$ cat config.mk
export PLATFORM = sky130hd
export DESIGN_NAME = dual_timer
export DESIGN_NICKNAME = d
export VERILOG_FILES = /design/src/shared/dual_timer_pkg.sv /design/src/rtl/dual_timer.sv
export SDC_FILE = /design/constraint.sdc
export NUM_CORES = 1
export LEC_CHECK = 0
export BUFFER_PORTS_ARGS = -buffer_cell sky130_fd_sc_hd__buf_4
export CORE_MARGIN = 8
export CORE_UTILIZATION = 55
export CTS_CLUSTER_SIZE = 10
export DETAILED_ROUTE_END_ITERATION = 10
export PLACE_DENSITY = 0.82
export SYNTH_ARGS = -nofsm -noshare
export SYNTH_HDL_FRONTEND = slang
export SYNTH_SLANG_ARGS = --single-unit
$ cat constraint.sdc
create_clock -name core_clk -period 4.35 [get_ports core_clk]
set_clock_uncertainty 0.1 [all_clocks]
set_input_delay 1.0875 -clock core_clk [delete_from_list [all_inputs] [get_ports core_clk]]
set_output_delay 1.0875 -clock core_clk [all_outputs]
set_load 0.005 [all_outputs]
$ cat src/shared/dual_timer_pkg.sv
// constants and carrier types for the dual 8-bit interval and square-wave timer
// How it works
// - in cascade, run_enable_a alone runs both
// - level set/reset trigger bits read zero
// - match interval is compare plus one ticks
// - cascade count clock from select bits 3:0
// - cascade compare low byte A, high B
// - mode 02h gives two counters, B running
// - mode 07h gives cascade, both stages on
// - wave output inverts on timer A compare match when toggle_a is set and no level trigger is written that cycle
// - output control 03h toggles pin on A match
// - timer B match raises interrupt, vector 26h
// - mask clear passes interrupt, set blocks it
// - bypass bit makes prescaler run at oscillator
// - clock select resets 00h; codes 2-5 prohibited
package dual_timer_pkg;

   // ---------------------------------------------------------------
   // register images
   // ---------------------------------------------------------------
   typedef struct packed {
      logic [4:0] unused;
      logic cascade;       // one 16-bit counter when set
      logic run_enable_b;
      logic run_enable_a;
   } mode_ctrl_type;

   typedef struct packed {
      logic level_set_b;
      logic level_reset_b;
      logic toggle_b;
      logic out_enable_b;
      logic level_set_a;
      logic level_reset_a;
      logic toggle_a;
      logic wave_out_enable;
   } wave_ctrl_type;

   typedef struct packed {
      logic [3:0] sel_b;
      logic [3:0] sel_a;
   } clk_sel_type;

   // ---------------------------------------------------------------
   // reset values and fixed figures
   // ---------------------------------------------------------------
   localparam logic [7:0] MODE_RESET = 8'h00;
   localparam logic [7:0] WAVE_CTRL_RESET = 8'h00;
   localparam logic [7:0] CLK_SEL_RESET = 8'h00;
   localparam logic [7:0] TRIGGER_MASK = 8'h33;   // keeps all but the four trigger bits
   localparam logic [7:0] IRQ_VECTOR_B = 8'h26;
   localparam logic [3:0] SEL_EXT_FALL = 4'h0;
   localparam logic [3:0] SEL_EXT_RISE = 4'h1;
   localparam logic [3:0] SEL_FIRST_INT = 4'h6;
   localparam logic [3:0] SEL_SLOWEST = 4'hF;
   localparam logic [3:0] SEL_INT_OFFSET = 4'h5;  // code 6 divides by 2^1
   localparam logic [3:0] SEL_SLOWEST_EXP = 4'hB; // code 15 divides by 2^11
   localparam int PRESCALE_WIDTH = 11;

endpackage

$ cat src/rtl/dual_timer.sv
// dual 8-bit interval timer, cascadable to 16 bits, with square-wave pin and timer B interrupt
module dual_timer (
   input wire logic core_clk,
   input wire logic rst,
   input wire logic mode_wr,
   input wire logic [7:0] mode_wdata,
   input wire logic clk_sel_wr,
   input wire logic [7:0] clk_sel_wdata,
   input wire logic wave_ctrl_wr,
   input wire logic [7:0] wave_ctrl_wdata,
   input wire logic [7:0] compare_a,
   input wire logic [7:0] compare_b,
   input wire logic divider_bypass,
   input wire logic match_irq_mask_b,
   input wire logic event_in_a,
   input wire logic event_in_b,
   output logic [7:0] timer_mode_ctrl,
   output logic [7:0] count_clock_select,
   output logic [7:0] wave_output_ctrl,
   output logic [7:0] count_a,
   output logic [7:0] count_b,
   output logic match_a,
   output logic match_b,
   output logic match_irq_b,
   output logic [7:0] irq_vector_b,
   output logic wave_out_pin
);

   // ---------------------------------------------------------------
   // synchronisers for the two event pins
   // ---------------------------------------------------------------
   logic [1:0] sync1_reg, sync1_next;
   logic [1:0] sync2_reg, sync2_next;
   logic [1:0] sync3_reg, sync3_next;

   // first stage feeds only the second stage; edges are taken from stages two and three
   always_comb begin
      sync1_next = {event_in_b, event_in_a};
      sync2_next = sync1_reg;
      sync3_next = sync2_reg;
   end

   always_ff @(posedge core_clk or posedge rst) begin
      if (rst) begin
         sync1_reg <= 2'h0;
         sync2_reg <= 2'h0;
         sync3_reg <= 2'h0;
      end else begin
         sync1_reg <= sync1_next;
         sync2_reg <= sync2_next;
         sync3_reg <= sync3_next;
      end
   end

   logic [1:0] ext_rise, ext_fall;
   assign ext_rise = sync2_reg & ~sync3_reg;
   assign ext_fall = ~sync2_reg & sync3_reg;

   // ---------------------------------------------------------------
   // count clock selection
   // ---------------------------------------------------------------
   function automatic logic sel_tick(input logic [3:0] code, input logic [10:0] pre,
                                     input logic fx_en, input logic rise, input logic fall);
      logic [3:0] exp_v;
      logic [10:0] mask_v;
      exp_v = (code == dual_timer_pkg::SEL_SLOWEST) ? dual_timer_pkg::SEL_SLOWEST_EXP
                                                    : 4'(code - dual_timer_pkg::SEL_INT_OFFSET);
      mask_v = 11'((12'h001 << exp_v) - 12'h001);
      if (code == dual_timer_pkg::SEL_EXT_FALL) sel_tick = fall;
      else if (code == dual_timer_pkg::SEL_EXT_RISE) sel_tick = rise;
      else if (code < dual_timer_pkg::SEL_FIRST_INT) sel_tick = 1'b0; // prohibited codes never tick
      else sel_tick = fx_en && ((pre & mask_v) == mask_v);
   endfunction

   // ---------------------------------------------------------------
   // control registers, prescaler, counters and outputs
   // ---------------------------------------------------------------
   dual_timer_pkg::mode_ctrl_type mode_reg, mode_next;
   dual_timer_pkg::clk_sel_type sel_reg, sel_next;
   dual_timer_pkg::wave_ctrl_type wave_ctrl_reg, wave_ctrl_next;
   logic [10:0] pre_reg, pre_next;
   logic half_reg, half_next;
   logic [7:0] cnt_a_reg, cnt_a_next, cnt_b_reg, cnt_b_next;
   logic match_a_reg, match_a_next, match_b_reg, match_b_next;
   logic irq_reg, irq_next;
   logic wave_reg, wave_next;
   logic pin_reg, pin_next;
   logic [7:0] vector_reg;
   logic fx_en, tick_a, tick_b, evt_a, evt_b;
   dual_timer_pkg::wave_ctrl_type wr_img;

   always_comb begin
      // clock divider by two unless bypassed
      fx_en = divider_bypass || half_reg;
      half_next = ~half_reg;
      pre_next = fx_en ? 11'(pre_reg + 11'h001) : pre_reg;
      tick_a = sel_tick(sel_reg.sel_a, pre_reg, fx_en, ext_rise[0], ext_fall[0]);
      tick_b = sel_tick(sel_reg.sel_b, pre_reg, fx_en, ext_rise[1], ext_fall[1]);
      mode_next = mode_wr ? dual_timer_pkg::mode_ctrl_type'(mode_wdata) : mode_reg;
      sel_next = clk_sel_wr ? dual_timer_pkg::clk_sel_type'(clk_sel_wdata) : sel_reg;
      wr_img = dual_timer_pkg::wave_ctrl_type'(wave_ctrl_wdata);
      // trigger bits act once and are never stored, so they read back as zero
      wave_ctrl_next = wave_ctrl_wr ? dual_timer_pkg::wave_ctrl_type'(wave_ctrl_wdata & dual_timer_pkg::TRIGGER_MASK)
                                    : wave_ctrl_reg;
      cnt_a_next = cnt_a_reg;
      cnt_b_next = cnt_b_reg;
      evt_a = 1'b0;
      evt_b = 1'b0;
      if (mode_reg.cascade) begin
         // run_enable_a and clock field A govern the combined counter
         if (!mode_reg.run_enable_a) begin
            cnt_a_next = 8'h00;
            cnt_b_next = 8'h00;
         end else if (tick_a) begin
            if ({cnt_b_reg, cnt_a_reg} == {compare_b, compare_a}) begin
               cnt_a_next = 8'h00;
               cnt_b_next = 8'h00;
               evt_a = 1'b1;
               evt_b = 1'b1;
            end else begin
               {cnt_b_next, cnt_a_next} = 16'({cnt_b_reg, cnt_a_reg} + 16'h0001);
            end
         end
      end else begin
         if (!mode_reg.run_enable_a) cnt_a_next = 8'h00;
         else if (tick_a) begin
            evt_a = (cnt_a_reg == compare_a);
            cnt_a_next = evt_a ? 8'h00 : 8'(cnt_a_reg + 8'h01);
         end
         if (!mode_reg.run_enable_b) cnt_b_next = 8'h00;
         else if (tick_b) begin
            evt_b = (cnt_b_reg == compare_b);
            cnt_b_next = evt_b ? 8'h00 : 8'(cnt_b_reg + 8'h01);
         end
      end
      match_a_next = evt_a;
      match_b_next = evt_b;
      irq_next = evt_b && !match_irq_mask_b;
      // a level trigger wins over a toggle in the same cycle
      wave_next = wave_reg;
      if (wave_ctrl_wr && wr_img.level_set_a) wave_next = 1'b1;
      else if (wave_ctrl_wr && wr_img.level_reset_a) wave_next = 1'b0;
      else if (evt_a && wave_ctrl_reg.toggle_a) wave_next = ~wave_reg;
      pin_next = wave_ctrl_reg.wave_out_enable && wave_next;
   end

   always_ff @(posedge core_clk or posedge rst) begin
      if (rst) begin
         mode_reg <= dual_timer_pkg::mode_ctrl_type'(dual_timer_pkg::MODE_RESET);
         sel_reg <= dual_timer_pkg::clk_sel_type'(dual_timer_pkg::CLK_SEL_RESET);
         wave_ctrl_reg <= dual_timer_pkg::wave_ctrl_type'(dual_timer_pkg::WAVE_CTRL_RESET);
         pre_reg <= 11'h000;
         half_reg <= 1'b0;
         cnt_a_reg <= 8'h00;
         cnt_b_reg <= 8'h00;
         match_a_reg <= 1'b0;
         match_b_reg <= 1'b0;
         irq_reg <= 1'b0;
         wave_reg <= 1'b0;
         pin_reg <= 1'b0;
         vector_reg <= dual_timer_pkg::IRQ_VECTOR_B;
      end else begin
         mode_reg <= mode_next;
         sel_reg <= sel_next;
         wave_ctrl_reg <= wave_ctrl_next;
         pre_reg <= pre_next;
         half_reg <= half_next;
         cnt_a_reg <= cnt_a_next;
         cnt_b_reg <= cnt_b_next;
         match_a_reg <= match_a_next;
         match_b_reg <= match_b_next;
         irq_reg <= irq_next;
         wave_reg <= wave_next;
         pin_reg <= pin_next;
         vector_reg <= vector_reg;
      end
   end

   // outputs straight from flip-flops
   assign timer_mode_ctrl = mode_reg;
   assign count_clock_select = sel_reg;
   assign wave_output_ctrl = wave_ctrl_reg;
   assign count_a = cnt_a_reg;
   assign count_b = cnt_b_reg;
   assign match_a = match_a_reg;
   assign match_b = match_b_reg;
   assign match_irq_b = irq_reg;
   assign irq_vector_b = vector_reg;
   assign wave_out_pin = pin_reg;

   // ---------------------------------------------------------------
   // assertions
   // ---------------------------------------------------------------
   property p_trig_read_zero;
      @(posedge core_clk) disable iff (rst)
      wave_ctrl_wr |=> (wave_output_ctrl & ~dual_timer_pkg::TRIGGER_MASK) == 8'h00;
   endproperty
   a_trig_read_zero: assert property (p_trig_read_zero) else $error("trigger bits read nonzero");

   property p_match_clear;
      @(posedge core_clk) disable iff (rst)
      (!mode_reg.cascade && mode_reg.run_enable_a && tick_a && cnt_a_reg == compare_a)
      |=> (count_a == 8'h00) && match_a;
   endproperty
   a_match_clear: assert property (p_match_clear) else $error("counter A did not clear on match");

   property p_count_up;
      @(posedge core_clk) disable iff (rst)
      (mode_reg.run_enable_a && !mode_wr && tick_a && {cnt_b_reg, cnt_a_reg} != {compare_b, compare_a}
       && mode_reg.cascade) |=> {count_b, count_a} == 16'($past({cnt_b_reg, cnt_a_reg}) + 16'h0001);
   endproperty
   a_count_up: assert property (p_count_up) else $error("cascade counter failed to step");

   property p_stop_zero;
      @(posedge core_clk) disable iff (rst)
      !mode_reg.run_enable_a ##1 !mode_reg.run_enable_a |-> count_a == 8'h00;
   endproperty
   a_stop_zero: assert property (p_stop_zero) else $error("stopped counter not zero");

   property p_irq_pass;
      @(posedge core_clk) disable iff (rst)
      evt_b |=> match_irq_b == !$past(match_irq_mask_b);
   endproperty
   a_irq_pass: assert property (p_irq_pass) else $error("interrupt masking wrong");

   property p_irq_cause;
      @(posedge core_clk) disable iff (rst)
      match_irq_b |-> match_b;
   endproperty
   a_irq_cause: assert property (p_irq_cause) else $error("interrupt without B match");

   property p_toggle;
      @(posedge core_clk) disable iff (rst)
      (evt_a && wave_ctrl_reg.toggle_a && !wave_ctrl_wr) |=> wave_reg != $past(wave_reg);
   endproperty
   a_toggle: assert property (p_toggle) else $error("wave did not invert on match");

   property p_cascade_cmp;
      @(posedge core_clk) disable iff (rst)
      (mode_reg.cascade && match_a_next) |-> {cnt_b_reg, cnt_a_reg} == {compare_b, compare_a};
   endproperty
   a_cascade_cmp: assert property (p_cascade_cmp) else $error("cascade matched wrong value");

   property p_sel_reset;
      @(posedge core_clk) disable iff (rst)
      $past(rst) |-> count_clock_select == dual_timer_pkg::CLK_SEL_RESET;
   endproperty
   a_sel_reset: assert property (p_sel_reset) else $error("clock select not cleared by reset");

   property p_mode_two;
      @(posedge core_clk) disable iff (rst)
      (mode_wr && mode_wdata == 8'h02) |=> !mode_reg.cascade && mode_reg.run_enable_b && !mode_reg.run_enable_a;
   endproperty
   a_mode_two: assert property (p_mode_two) else $error("mode 02h decoded wrong");

   property p_pin_silent;
      @(posedge core_clk) disable iff (rst)
      !wave_ctrl_reg.wave_out_enable |=> !wave_out_pin;
   endproperty
   a_pin_silent: assert property (p_pin_silent) else $error("pin driven while disabled");

   property p_bypass;
      @(posedge core_clk) disable iff (rst)
      divider_bypass |-> fx_en;
   endproperty
   a_bypass: assert property (p_bypass) else $error("bypass did not bypass divider");

   c_cascade_match: cover property (@(posedge core_clk) disable iff (rst) mode_reg.cascade && evt_a);
   c_irq_b: cover property (@(posedge core_clk) disable iff (rst) match_irq_b);
   c_pin_toggle: cover property (@(posedge core_clk) disable iff (rst) $rose(wave_out_pin));

endmodule // dual_timer

==> results of run 1 <==
[power groups by stage]
stage / combinational, uW / clock [uW] / sequential, uW
after CTS: 584 / 518 / 739
final: 589 / 511 / 742
after floorplan: 451 / 0 / 696
after global placement: 560 / 0 / 746
after detailed placement: 582 / 0 / 750
after global routing: 656 / 549 / 758
[what timing repair did]
item / CTS / global route
gates resized for setup: 0 / 1
hold buffers: 0 / 0
endpoints found under the setup margin: 0 / 20
[Yosys cell counts (all sizes together) (3+ instances only)]
| cell | number |
|---|---|
| a32oi | 3 |
| a211oi | 7 |
| o21a | 4 |
| o211ai | 6 |
| nand2 | 29 |
| or3 | 3 |
| nor3b | 7 |
| o22a | 3 |
| xor2 | 20 |
| buf | 21 |
| nand3 | 15 |
| mux2i | 3 |
| or2 | 5 |
| nor2 | 34 |
| nand4 | 5 |
| o32a | 4 |
| mux2 | 17 |
| inv | 19 |
| ha | 15 |
| a2111oi | 3 |
| nand2b | 8 |
| o311ai | 3 |
| xnor2 | 12 |
| clkbuf | 10 |
| dfrtp | 59 |
| o21ai | 27 |
| and3 | 7 |
| a211o | 4 |
| nor4 | 7 |
| nor4b | 5 |
| a31oi | 9 |
| and2 | 4 |
| a21boi | 4 |
| a21o | 4 |
| a21oi | 20 |
| nor2b | 8 |
| nor3 | 12 |
| o21bai | 3 |
[critical path, delay by kind of cell (launching register included)]
kind | cells | cell delay (ns)
adders and majority gates | 2 | 0.68
AOI/OAI and AO/OA | 6 | 1.63
buffers and inverters | 1 | 0.10
DFF | 1 | 0.47
and+or+nand+nor | 5 | 0.98
[cells in the final DEF (no fill, tap or decap), types with 4 or more instances in the layout]
cell type	count
a211o_1	4
a211oi_1	5
a21oi_1	18
a31oi_1	9
and2_1	4
and3_1	7
buf_4	93
clkbuf_8	10
conb_1	12
dfrtp_1	59
ha_1	15
inv_1	18
mux2_2	17
nand2_1	28
nand2b_1	8
nand3_1	15
nand4_1	5
nor2_1	34
nor2b_1	8
nor3_1	11
nor3b_1	6
nor4_1	7
nor4b_1	5
o211ai_1	5
o21ai_0	20
o32a_1	4
xnor2_1	12
xor2_1	20
[stage by stage]
stage                     cells  util (%)
final                       650     67.58
after floorplan             470         -
after global placement      634     64.82
after global routing        650     67.58
after CTS                   650     67.48
after detailed placement    634     64.82
[kinds of logic after synthesis]
group                      Yosys count  synth area share, %
xor gates and xnor gates            32                6.582
muxes                               20                5.201
other                                2               0.1764
AOI/OAI and AO/OA                  123                22.45
buffers and inverters               50                6.142
and+or+nand+nor                    159                20.36
adders and majority gates           15                4.408
DFF                                 59                34.68
[worst max-delay path by stage]
stage	start	end	depth (start not counted)
floorplan	count_clock_select[0]$_DFFE_PP0P_	count_b[7]$_DFFE_PP0P_	16
global placement	count_clock_select[0]$_DFFE_PP0P_	count_b[7]$_DFFE_PP0P_	13
detailed placement	count_clock_select[0]$_DFFE_PP0P_	count_b[4]$_DFFE_PP0P_	12
CTS	count_clock_select[0]$_DFFE_PP0P_	count_b[4]$_DFFE_PP0P_	12
global route	count_clock_select[0]$_DFFE_PP0P_	count_a[6]$_DFFE_PP0P_	14
finish	count_clock_select[0]$_DFFE_PP0P_	count_b[5]$_DFFE_PP0P_	14
[layout make-up]
cell class | count | share of cell area (%)
clock buffers | 10 | 2.677
clock inverters | 6 | 1.266
inverters | 19 | 1.387
multi-input cells | 361 | 49.89
flip-flops and latches | 59 | 28.72
well taps | 102 | 2.482
repair buffers | 93 | 13.58
[layer usage]
layer  up-vias  GRT usage, %  wire [um]
met2       147         31.81       5199
met4         0         5.998        168
met1      1903         25.03       4793
li1       1830             -          -
met5         -             0          0
met3        15         6.258        776
==> results.sh, run 1 <==
export IMPL_fillers=643
export IMPL_clock_power_share_pct=27.8
export IMPL_peakVddDrop_v=0.0002344
export IMPL_min_to="sync2_reg[1]$_DFF_PP0_"
export IMPL_finalCritPeriodShare_pct=94.47
export IMPL_synth_edf_count=0
export IMPL_slew_viol_final=0
export IMPL_gp_congestion=0.9185
export IMPL_largest_register_ffs=11
export IMPL_cts_sinks=59
export IMPL_whs_path_depth=0
export IMPL_dr_pass1_iters=5
export IMPL_ys_flop_type="dfrtp_1"
export IMPL_final_seq_area_mm2=0.001476
export IMPL_timing_hold_ws_ns=0.2497
export IMPL_switchingPower_uw=657.4
export IMPL_htree_levels=3
export IMPL_comb_power_share_pct=32.0
export IMPL_ff2ff_setup_slack_ns=0.24
export IMPL_synth_async_reset_ratio_pct=100.0
export IMPL_cts_tree="yes"
export IMPL_crit_chain="inv_1 -> ha_1 -> or2_2 -> o21a_1 -> nand3_1 -> ha_1 -> nor3b_1 -> a2111o_1 -> a31oi_1 -> nand3_1 -> nor3_1 -> a21oi_4 -> a21o_4 -> o32a_1"
export IMPL_grt_pass1_wl_um=18390
export IMPL_p_per_area_mw_per_mm2=358.5
export IMPL_power_uw=1843
export IMPL_finalSetupViolations=0
export IMPL_cts_clk_slew_worst_paths_ns=0.07
export IMPL_fin_ws_ns=0.2404
export IMPL_cp_arrival_ns=4.23
export IMPL_slew_limit_headroom_pct=33.85
export IMPL_syn_area_per_cell_um2=9.256
export IMPL_placed_area_mm2=0.004931
export IMPL_fp_row_count=32
export IMPL_syn_inst=460
export IMPL_layout_nets=607
export IMPL_drtAntennaViolNets=0
export IMPL_cp_max_fo=26
export IMPL_antenna_found_initial=0
export IMPL_seqPwrFrac_pct=40.3
export IMPL_drt_iter0_markers=333
export IMPL_cellLeakagePower_uw=0.002344
export IMPL_swShare_pct=35.67
export IMPL_wl_per_cell_um=16.83
export IMPL_die_w_um=104.0
export IMPL_yosys_register_bits=59
export IMPL_syn2layout_area_growth_pct=20.75
export IMPL_post_cts_setup_buffer_count=0
export IMPL_yosysWarnings=0
export IMPL_reg2reg_depth=14
export IMPL_required_ns=4.47
export IMPL_grt_pass1_vias=3877
export IMPL_layout_drive_gt1_share_pct=27.92
export IMPL_vias=3895
export IMPL_synthesis_area_mm2=0.004258
export IMPL_fin_crit_ns=4.110
export IMPL_crit_path_start_kind="register"
export IMPL_drc=0
export IMPL_num_io_pins=101
export IMPL_post_place_ws_ns=0.1623
export IMPL_multi_input_area_mm2=0.002565
export IMPL_critPathMaxStageDelay_ns=0.47
export IMPL_root_buffer="clkbuf_8"
export IMPL_ys_types=81
export IMPL_core_area_mm2=0.007607
export IMPL_grt_max_degree=49
export IMPL_min_from="sync1_reg[1]$_DFF_PP0_"
export IMPL_p_int_uw=1186
export IMPL_viasPerCell=5.992
export IMPL_worst_setup_path_end_kind="register"
export IMPL_die_h_um=104.0
export IMPL_tightest_slew_ns=0.9909
export IMPL_drv_cap=0
export IMPL_setup_tns_ns=0
export IMPL_grt_ovfl_total=0
export IMPL_clock_fmax_ghz=0.2433
export IMPL_clkLatencyLatePin_ns=0.34
export IMPL_port_buffers=86
export IMPL_min_path_type="register to register"
export IMPL_yosysSeqAreaShare_pct=34.68
export IMPL_final_area_mm2=0.005141
export IMPL_clk_path_buf_depth=2
export IMPL_r2r_end="count_b[5]$_DFFE_PP0P_"
export IMPL_r2r_start="count_clock_select[0]$_DFFE_PP0P_"
export IMPL_cpMaxStageDelayCell="dfrtp_1"
export IMPL_antenna_cells=0
export IMPL_yosys_top_cells_area="dfrtp_1 (35%), mux2_2 (4.5%), ha_1 (4.4%), xor2_1 (4.1%), nor2_1 (3.0%)"
export IMPL_numCtsBuffers=9
export IMPL_start_util_pct=55.97
export IMPL_synth_top_cell_area_share_pct=34.68
export IMPL_wl_um=10940
export IMPL_rsz0062_at_grt="false"
export IMPL_critPathKind="register to register"
export IMPL_status="completed"
export IMPL_grt_usage_pct=19.88
export IMPL_synth_top_cell_by_area="dfrtp_1"
export IMPL_hold_violations=0
export IMPL_dieArea_mm2=0.01081
export IMPL_dpl_hpwl_um=8206
(Power assumes the default switching activity.)
==> run 2: changes to the inputs <==
--- a/config.mk
+++ b/config.mk
@@ -6,6 +6,7 @@
 export NUM_CORES = 1
 export LEC_CHECK = 0
 export BUFFER_PORTS_ARGS = -buffer_cell sky130_fd_sc_hd__buf_4
+export CORE_ASPECT_RATIO = 0.9
 export CORE_MARGIN = 8
 export CORE_UTILIZATION = 55
 export CTS_CLUSTER_SIZE = 10
==> results.sh, run 2 (same netlist as run 1, synthesis figures left out) <==
export IMPL_peakVddDrop_v=0.0002435
export IMPL_rsz0062_at_grt="false"
export IMPL_drc=0
export IMPL_final_area_mm2=0.005136
export IMPL_finalSetupViolations=0
export IMPL_viasPerCell=6.087
export IMPL_finalCritPeriodShare_pct=91.66
export IMPL_grt_busiest_layer="met2"
export IMPL_fin_cells=647
export IMPL_ff2ff_setup_slack_ns=0.36
export IMPL_drt_iter0_markers=302
export IMPL_cellLeakagePower_uw=0.002339
export IMPL_grt_ovfl_total=0
export IMPL_wl_per_cell_um=17.41
export IMPL_die_w_um=108.7
export IMPL_timing_hold_ws_ns=0.2517
export IMPL_use_met3_pct=5.365
export IMPL_cts_tree="yes"
export IMPL_antenna_found_initial=0
export IMPL_gp_congestion=0.9377
export IMPL_start_util_pct=56.43
export IMPL_fillers=580
export IMPL_cp_max_fo=9
export IMPL_r2r_end="count_b[5]$_DFFE_PP0P_"
export IMPL_largest_register_ffs=11
export IMPL_layout_nets=610
export IMPL_grt_pass1_vias=3950
export IMPL_post_place_ws_ns=0.2432
export IMPL_fin_crit_ns=3.987
export IMPL_layout_drive_gt1_share_pct=28.49
export IMPL_worst_setup_path_end_kind="register"
export IMPL_core_area_mm2=0.007545
export IMPL_root_buffer="clkbuf_8"
export IMPL_dieArea_mm2=0.01082
export IMPL_p_per_area_mw_per_mm2=350.2
export IMPL_whs_path_depth=0
export IMPL_syn2layout_area_growth_pct=20.63
export IMPL_reg2reg_depth=13
export IMPL_wl_um=11260
export IMPL_tightest_slew_ns=0.8657
export IMPL_required_ns=4.47
export IMPL_cts_hold_buf=0
export IMPL_post_cts_setup_buffer_count=0
export IMPL_numCtsBuffers=9
export IMPL_dpl_hpwl_um=8627
export IMPL_drv_cap=0
export IMPL_setup_tns_ns=0
export IMPL_status="completed"
export IMPL_grt_util_met1_pct=26.10
export IMPL_fp_row_count=30
export IMPL_num_io_pins=101
export IMPL_cts_clk_slew_worst_paths_ns=0.07
export IMPL_grt_max_degree=42
export IMPL_slew_viol_final=0
export IMPL_dr_pass1_iters=5
export IMPL_grt_usage_pct=21.21
export IMPL_clock_fmax_ghz=0.2508
export IMPL_clkLatencyLatePin_ns=0.34
export IMPL_die_h_um=99.47
export IMPL_cp_arrival_ns=4.11
export IMPL_port_buffers=86
export IMPL_grt_use_met2_pct=34.94
export IMPL_antenna_cells=0
export IMPL_critPathKind="register to register"
export IMPL_min_to="sync2_reg[0]$_DFF_PP0_"
export IMPL_post_cts_resized=0
export IMPL_dp_cells=631
export IMPL_cts_sinks=59
export IMPL_htree_levels=3
export IMPL_final_cell_mix="buf_4 (96), dfrtp_1 (59), nor2_1 (34)"
export IMPL_clk_path_buf_depth=2
export IMPL_fin_ws_ns=0.3629
export IMPL_placed_area_mm2=0.004946
export IMPL_crit_path_start_kind="register"
export IMPL_slew_limit_headroom_pct=42.21
export IMPL_r2r_start="count_clock_select[4]$_DFFE_PP0P_"
export IMPL_layout_commonest_cell="buf_4"
export IMPL_vias=3938
export IMPL_min_path_type="register to register"
export IMPL_drtAntennaViolNets=0
export IMPL_hold_violations=0
export IMPL_grt_pass1_wl_um=18770
export IMPL_min_from="sync1_reg[0]$_DFF_PP0_"
run 2: layer usage:
layer / up-vias / wire length, um
met2: 152 / 5513
met5: - / 0
met3: 18 / 845
met4: 0 / 211
li1: 1841 / -
met1: 1927 / 4694
run 2: worst max path at each step:
stage	to	slack (ns)	from
4_1_cts	count_b[4]$_DFFE_PP0P_	0.20	count_clock_select[0]$_DFFE_PP0P_
3_3_place_gp	count_b[7]$_DFFE_PP0P_	0.32	count_clock_select[0]$_DFFE_PP0P_
3_5_place_dp	count_b[4]$_DFFE_PP0P_	0.24	count_clock_select[0]$_DFFE_PP0P_
2_1_floorplan	count_b[7]$_DFFE_PP0P_	0.65	count_clock_select[0]$_DFFE_PP0P_
5_1_grt	count_b[5]$_DFFE_PP0P_	0.05	count_clock_select[4]$_DFFE_PP0P_
6_report	count_b[5]$_DFFE_PP0P_	0.36	count_clock_select[4]$_DFFE_PP0P_
run 2: area by class of cell:
class	count	area, um2	area share, %
Clock inverter	7	53.80	1.048
Tap cell	96	120.1	2.339
Clock buffer	9	123.9	2.412
Sequential cell	59	1476	28.75
Timing Repair Buffer	96	720.7	14.03
Inverter	19	71.32	1.389
Multi-Input combinational cell	361	2570	50.04
run 2: where the power goes:
group	internal, uW	switching, uW	leakage, uW
clock	209	237	0.0000818
combinational	290	315	0.00152
sequential	619	130	0.000739
run 2: critical path, cell delays in order (launching register included):
cell and delay, ns:
dfrtp_1 0.51, inv_1 0.16, ha_1 0.30, a21boi_2 0.20, a21oi_2 0.37, nand3_1 0.17
ha_1 0.30, o211ai_1 0.16, a31oi_1 0.07, a31o_2 0.25, a222oi_1 0.38, a211oi_2 0.26
a21o_4 0.28, o32a_1 0.35
run 2: metrics by stage:
step,total power [uW],utilization [%]
floorplan,1147,-
global placement,1322,65.56
detailed placement,1347,65.56
CTS,1796,67.91
global route,1904,68.08
finish,1799,68.08
==> run 3: changes to the inputs <==
--- a/config.mk
+++ b/config.mk
@@ -12,6 +12,7 @@
 export CTS_CLUSTER_SIZE = 10
 export DETAILED_ROUTE_END_ITERATION = 10
 export PLACE_DENSITY = 0.82
+export SKIP_LAST_GASP = 1
 export SYNTH_ARGS = -nofsm -noshare
 export SYNTH_HDL_FRONTEND = slang
 export SYNTH_SLANG_ARGS = --single-unit
==> constraint.sdc (replaced) <==
create_clock -name core_clk -period 4.3 [get_ports core_clk]
set_clock_uncertainty 0.1 [all_clocks]
set_input_delay 1.075 -clock core_clk [delete_from_list [all_inputs] [get_ports core_clk]]
set_output_delay 1.075 -clock core_clk [all_outputs]
set_load 0.005 [all_outputs]
==> results.sh, run 3 (same netlist as run 1, synthesis figures left out) <==
export IMPL_port_buffers=86
export IMPL_ff2ff_setup_slack_ns=0.37
export IMPL_gp_congestion=0.9410
export IMPL_antenna_cells=0
export IMPL_layout_nets=610
export IMPL_setup_tns_ns=0
export IMPL_drt_iter0_markers=289
export IMPL_final_cell_mix="buf_4 (96), dfrtp_1 (59), nor2_1 (34)"
export IMPL_dpl_hpwl_um=8684
export IMPL_root_buffer="clkbuf_8"
export IMPL_grt_pass1_wl_um=18990
export IMPL_tightest_slew_ns=0.7691
export IMPL_required_ns=4.47
export IMPL_peakVddDrop_v=0.0002908
export IMPL_grt_max_degree=38
export IMPL_crit_path_end="count_b[7]$_DFFE_PP0P_"
export IMPL_finalSetupViolations=0
export IMPL_grt_pass1_vias=3901
export IMPL_clk_path_buf_depth=2
export IMPL_htree_levels=3
export IMPL_drc=0
export IMPL_die_w_um=108.7
export IMPL_wl_um=11350
export IMPL_r2r_end="count_b[7]$_DFFE_PP0P_"
export IMPL_cts_sinks=59
export IMPL_post_cts_resized=0
export IMPL_cellLeakagePower_uw=0.002337
export IMPL_cts_clk_slew_worst_paths_ns=0.07
export IMPL_layout_drive_gt1_share_pct=28.49
export IMPL_status="completed"
export IMPL_drv_cap=0
export IMPL_grt_ovfl_total=0
export IMPL_r2r_start="count_clock_select[0]$_DFFE_PP0P_"
export IMPL_p_per_area_mw_per_mm2=354.5
export IMPL_clock_fmax_ghz=0.2543
export IMPL_antenna_found_initial=0
export IMPL_syn2layout_area_growth_pct=20.57
export IMPL_vias=3895
export IMPL_dr_pass1_iters=5
export IMPL_core_area_mm2=0.007545
export IMPL_clkLatencyLatePin_ns=0.34
export IMPL_finalCritPeriodShare_pct=91.47
export IMPL_wl_per_cell_um=17.54
export IMPL_grt_usage_pct=21.59
export IMPL_dieArea_mm2=0.01082
export IMPL_post_cts_setup_buffer_count=0
export IMPL_slew_viol_final=0
export IMPL_min_path_type="register to register"
export IMPL_worst_setup_path_end_kind="register"
export IMPL_reg2reg_depth=15
export IMPL_rsz0062_at_grt="false"
export IMPL_hold_violations=0
export IMPL_cts_tree="yes"
export IMPL_cp_arrival_ns=4.10
export IMPL_final_util_pct=68.04
export IMPL_viasPerCell=6.020
export IMPL_critPathKind="register to register"
export IMPL_fp_row_count=30
export IMPL_largest_register_ffs=11
export IMPL_fin_crit_ns=3.933
export IMPL_crit_path_start_kind="register"
export IMPL_drtAntennaViolNets=0
export IMPL_cp_max_fo=26
export IMPL_numCtsBuffers=9
export IMPL_cts_hold_buf=0
export IMPL_start_util_pct=56.43
export IMPL_layout_commonest_cell="buf_4"
export IMPL_startpoint="count_clock_select[0]$_DFFE_PP0P_"
export IMPL_slew_limit_headroom_pct=48.65
export IMPL_num_io_pins=101
export IMPL_fillers=611
export IMPL_die_h_um=99.47
==> run 3: area by class of cell <==
cell class / count / area, um2 / area share [%]
Tap cell: 96 / 120.1 / 2.340
Clock buffer: 9 / 123.9 / 2.413
Timing Repair Buffer: 96 / 720.7 / 14.04
Clock inverter: 7 / 53.80 / 1.048
Multi-Input combinational cell: 361 / 2567 / 50.01
Sequential cell: 59 / 1476 / 28.76
Inverter: 19 / 71.32 / 1.389
==> run 3: report_power, final <==
group	switching [uW]	internal, uW
registers	129	626
logic	316	295
clock network	243	211
total	688	1130
==> run 3: through the flow <==
stage,power (uW),hold WS [ns],area (um2),std cells,worst slack (ns)
after floorplan,1160,0.2312,4295,470,0.6030
after global placement,1338,0.2329,4946,631,0.2796
after detailed placement,1362,0.2379,4946,631,0.1594
after CTS,1817,0.2550,5124,647,0.1257
after global routing,1937,0.2677,5134,647,0.04300
final,1820,0.2539,5134,647,0.3669
==> run 3: metal layers <==
metal / track usage [%] / wire length, um / vias up / part of all wire [%]
met4: 9.043 / 296 / 0 / 2.6
met1: 27.64 / 4843 / 1880 / 43
met5: 0 / 0 / - / 0
li1: - / - / 1836 / -
met2: 33.54 / 5320 / 154 / 47
met3: 5.688 / 889 / 25 / 7.8
==> run 3: worst min path at each step <==
stage | from | endpoint | slack (ns) | cells after the start
after detailed placement | sync1_reg[0]$_DFF_PP0_ | sync2_reg[0]$_DFF_PP0_ | 0.24 | 0
after floorplan | sync1_reg[0]$_DFF_PP0_ | sync2_reg[0]$_DFF_PP0_ | 0.23 | 0
final | sync1_reg[1]$_DFF_PP0_ | sync2_reg[1]$_DFF_PP0_ | 0.25 | 0
after global routing | sync1_reg[0]$_DFF_PP0_ | sync2_reg[0]$_DFF_PP0_ | 0.27 | 0
after CTS | sync1_reg[0]$_DFF_PP0_ | sync2_reg[0]$_DFF_PP0_ | 0.25 | 0
after global placement | sync1_reg[1]$_DFF_PP0_ | sync2_reg[1]$_DFF_PP0_ | 0.23 | 0
==> run 3: worst max-delay path: stages (launching register included) <==
cell and delay (ns):
dfrtp_1 0.45, inv_1 0.13, ha_1 0.28, or2_2 0.32, o21a_1 0.14, nand3_1 0.11, ha_2 0.30, nor3b_1 0.09
a2111o_1 0.41, a31oi_1 0.15, nand3_1 0.10, nor3_1 0.29, a21oi_4 0.25, buf_4 0.21, a2111oi_4 0.33, o32a_1 0.21
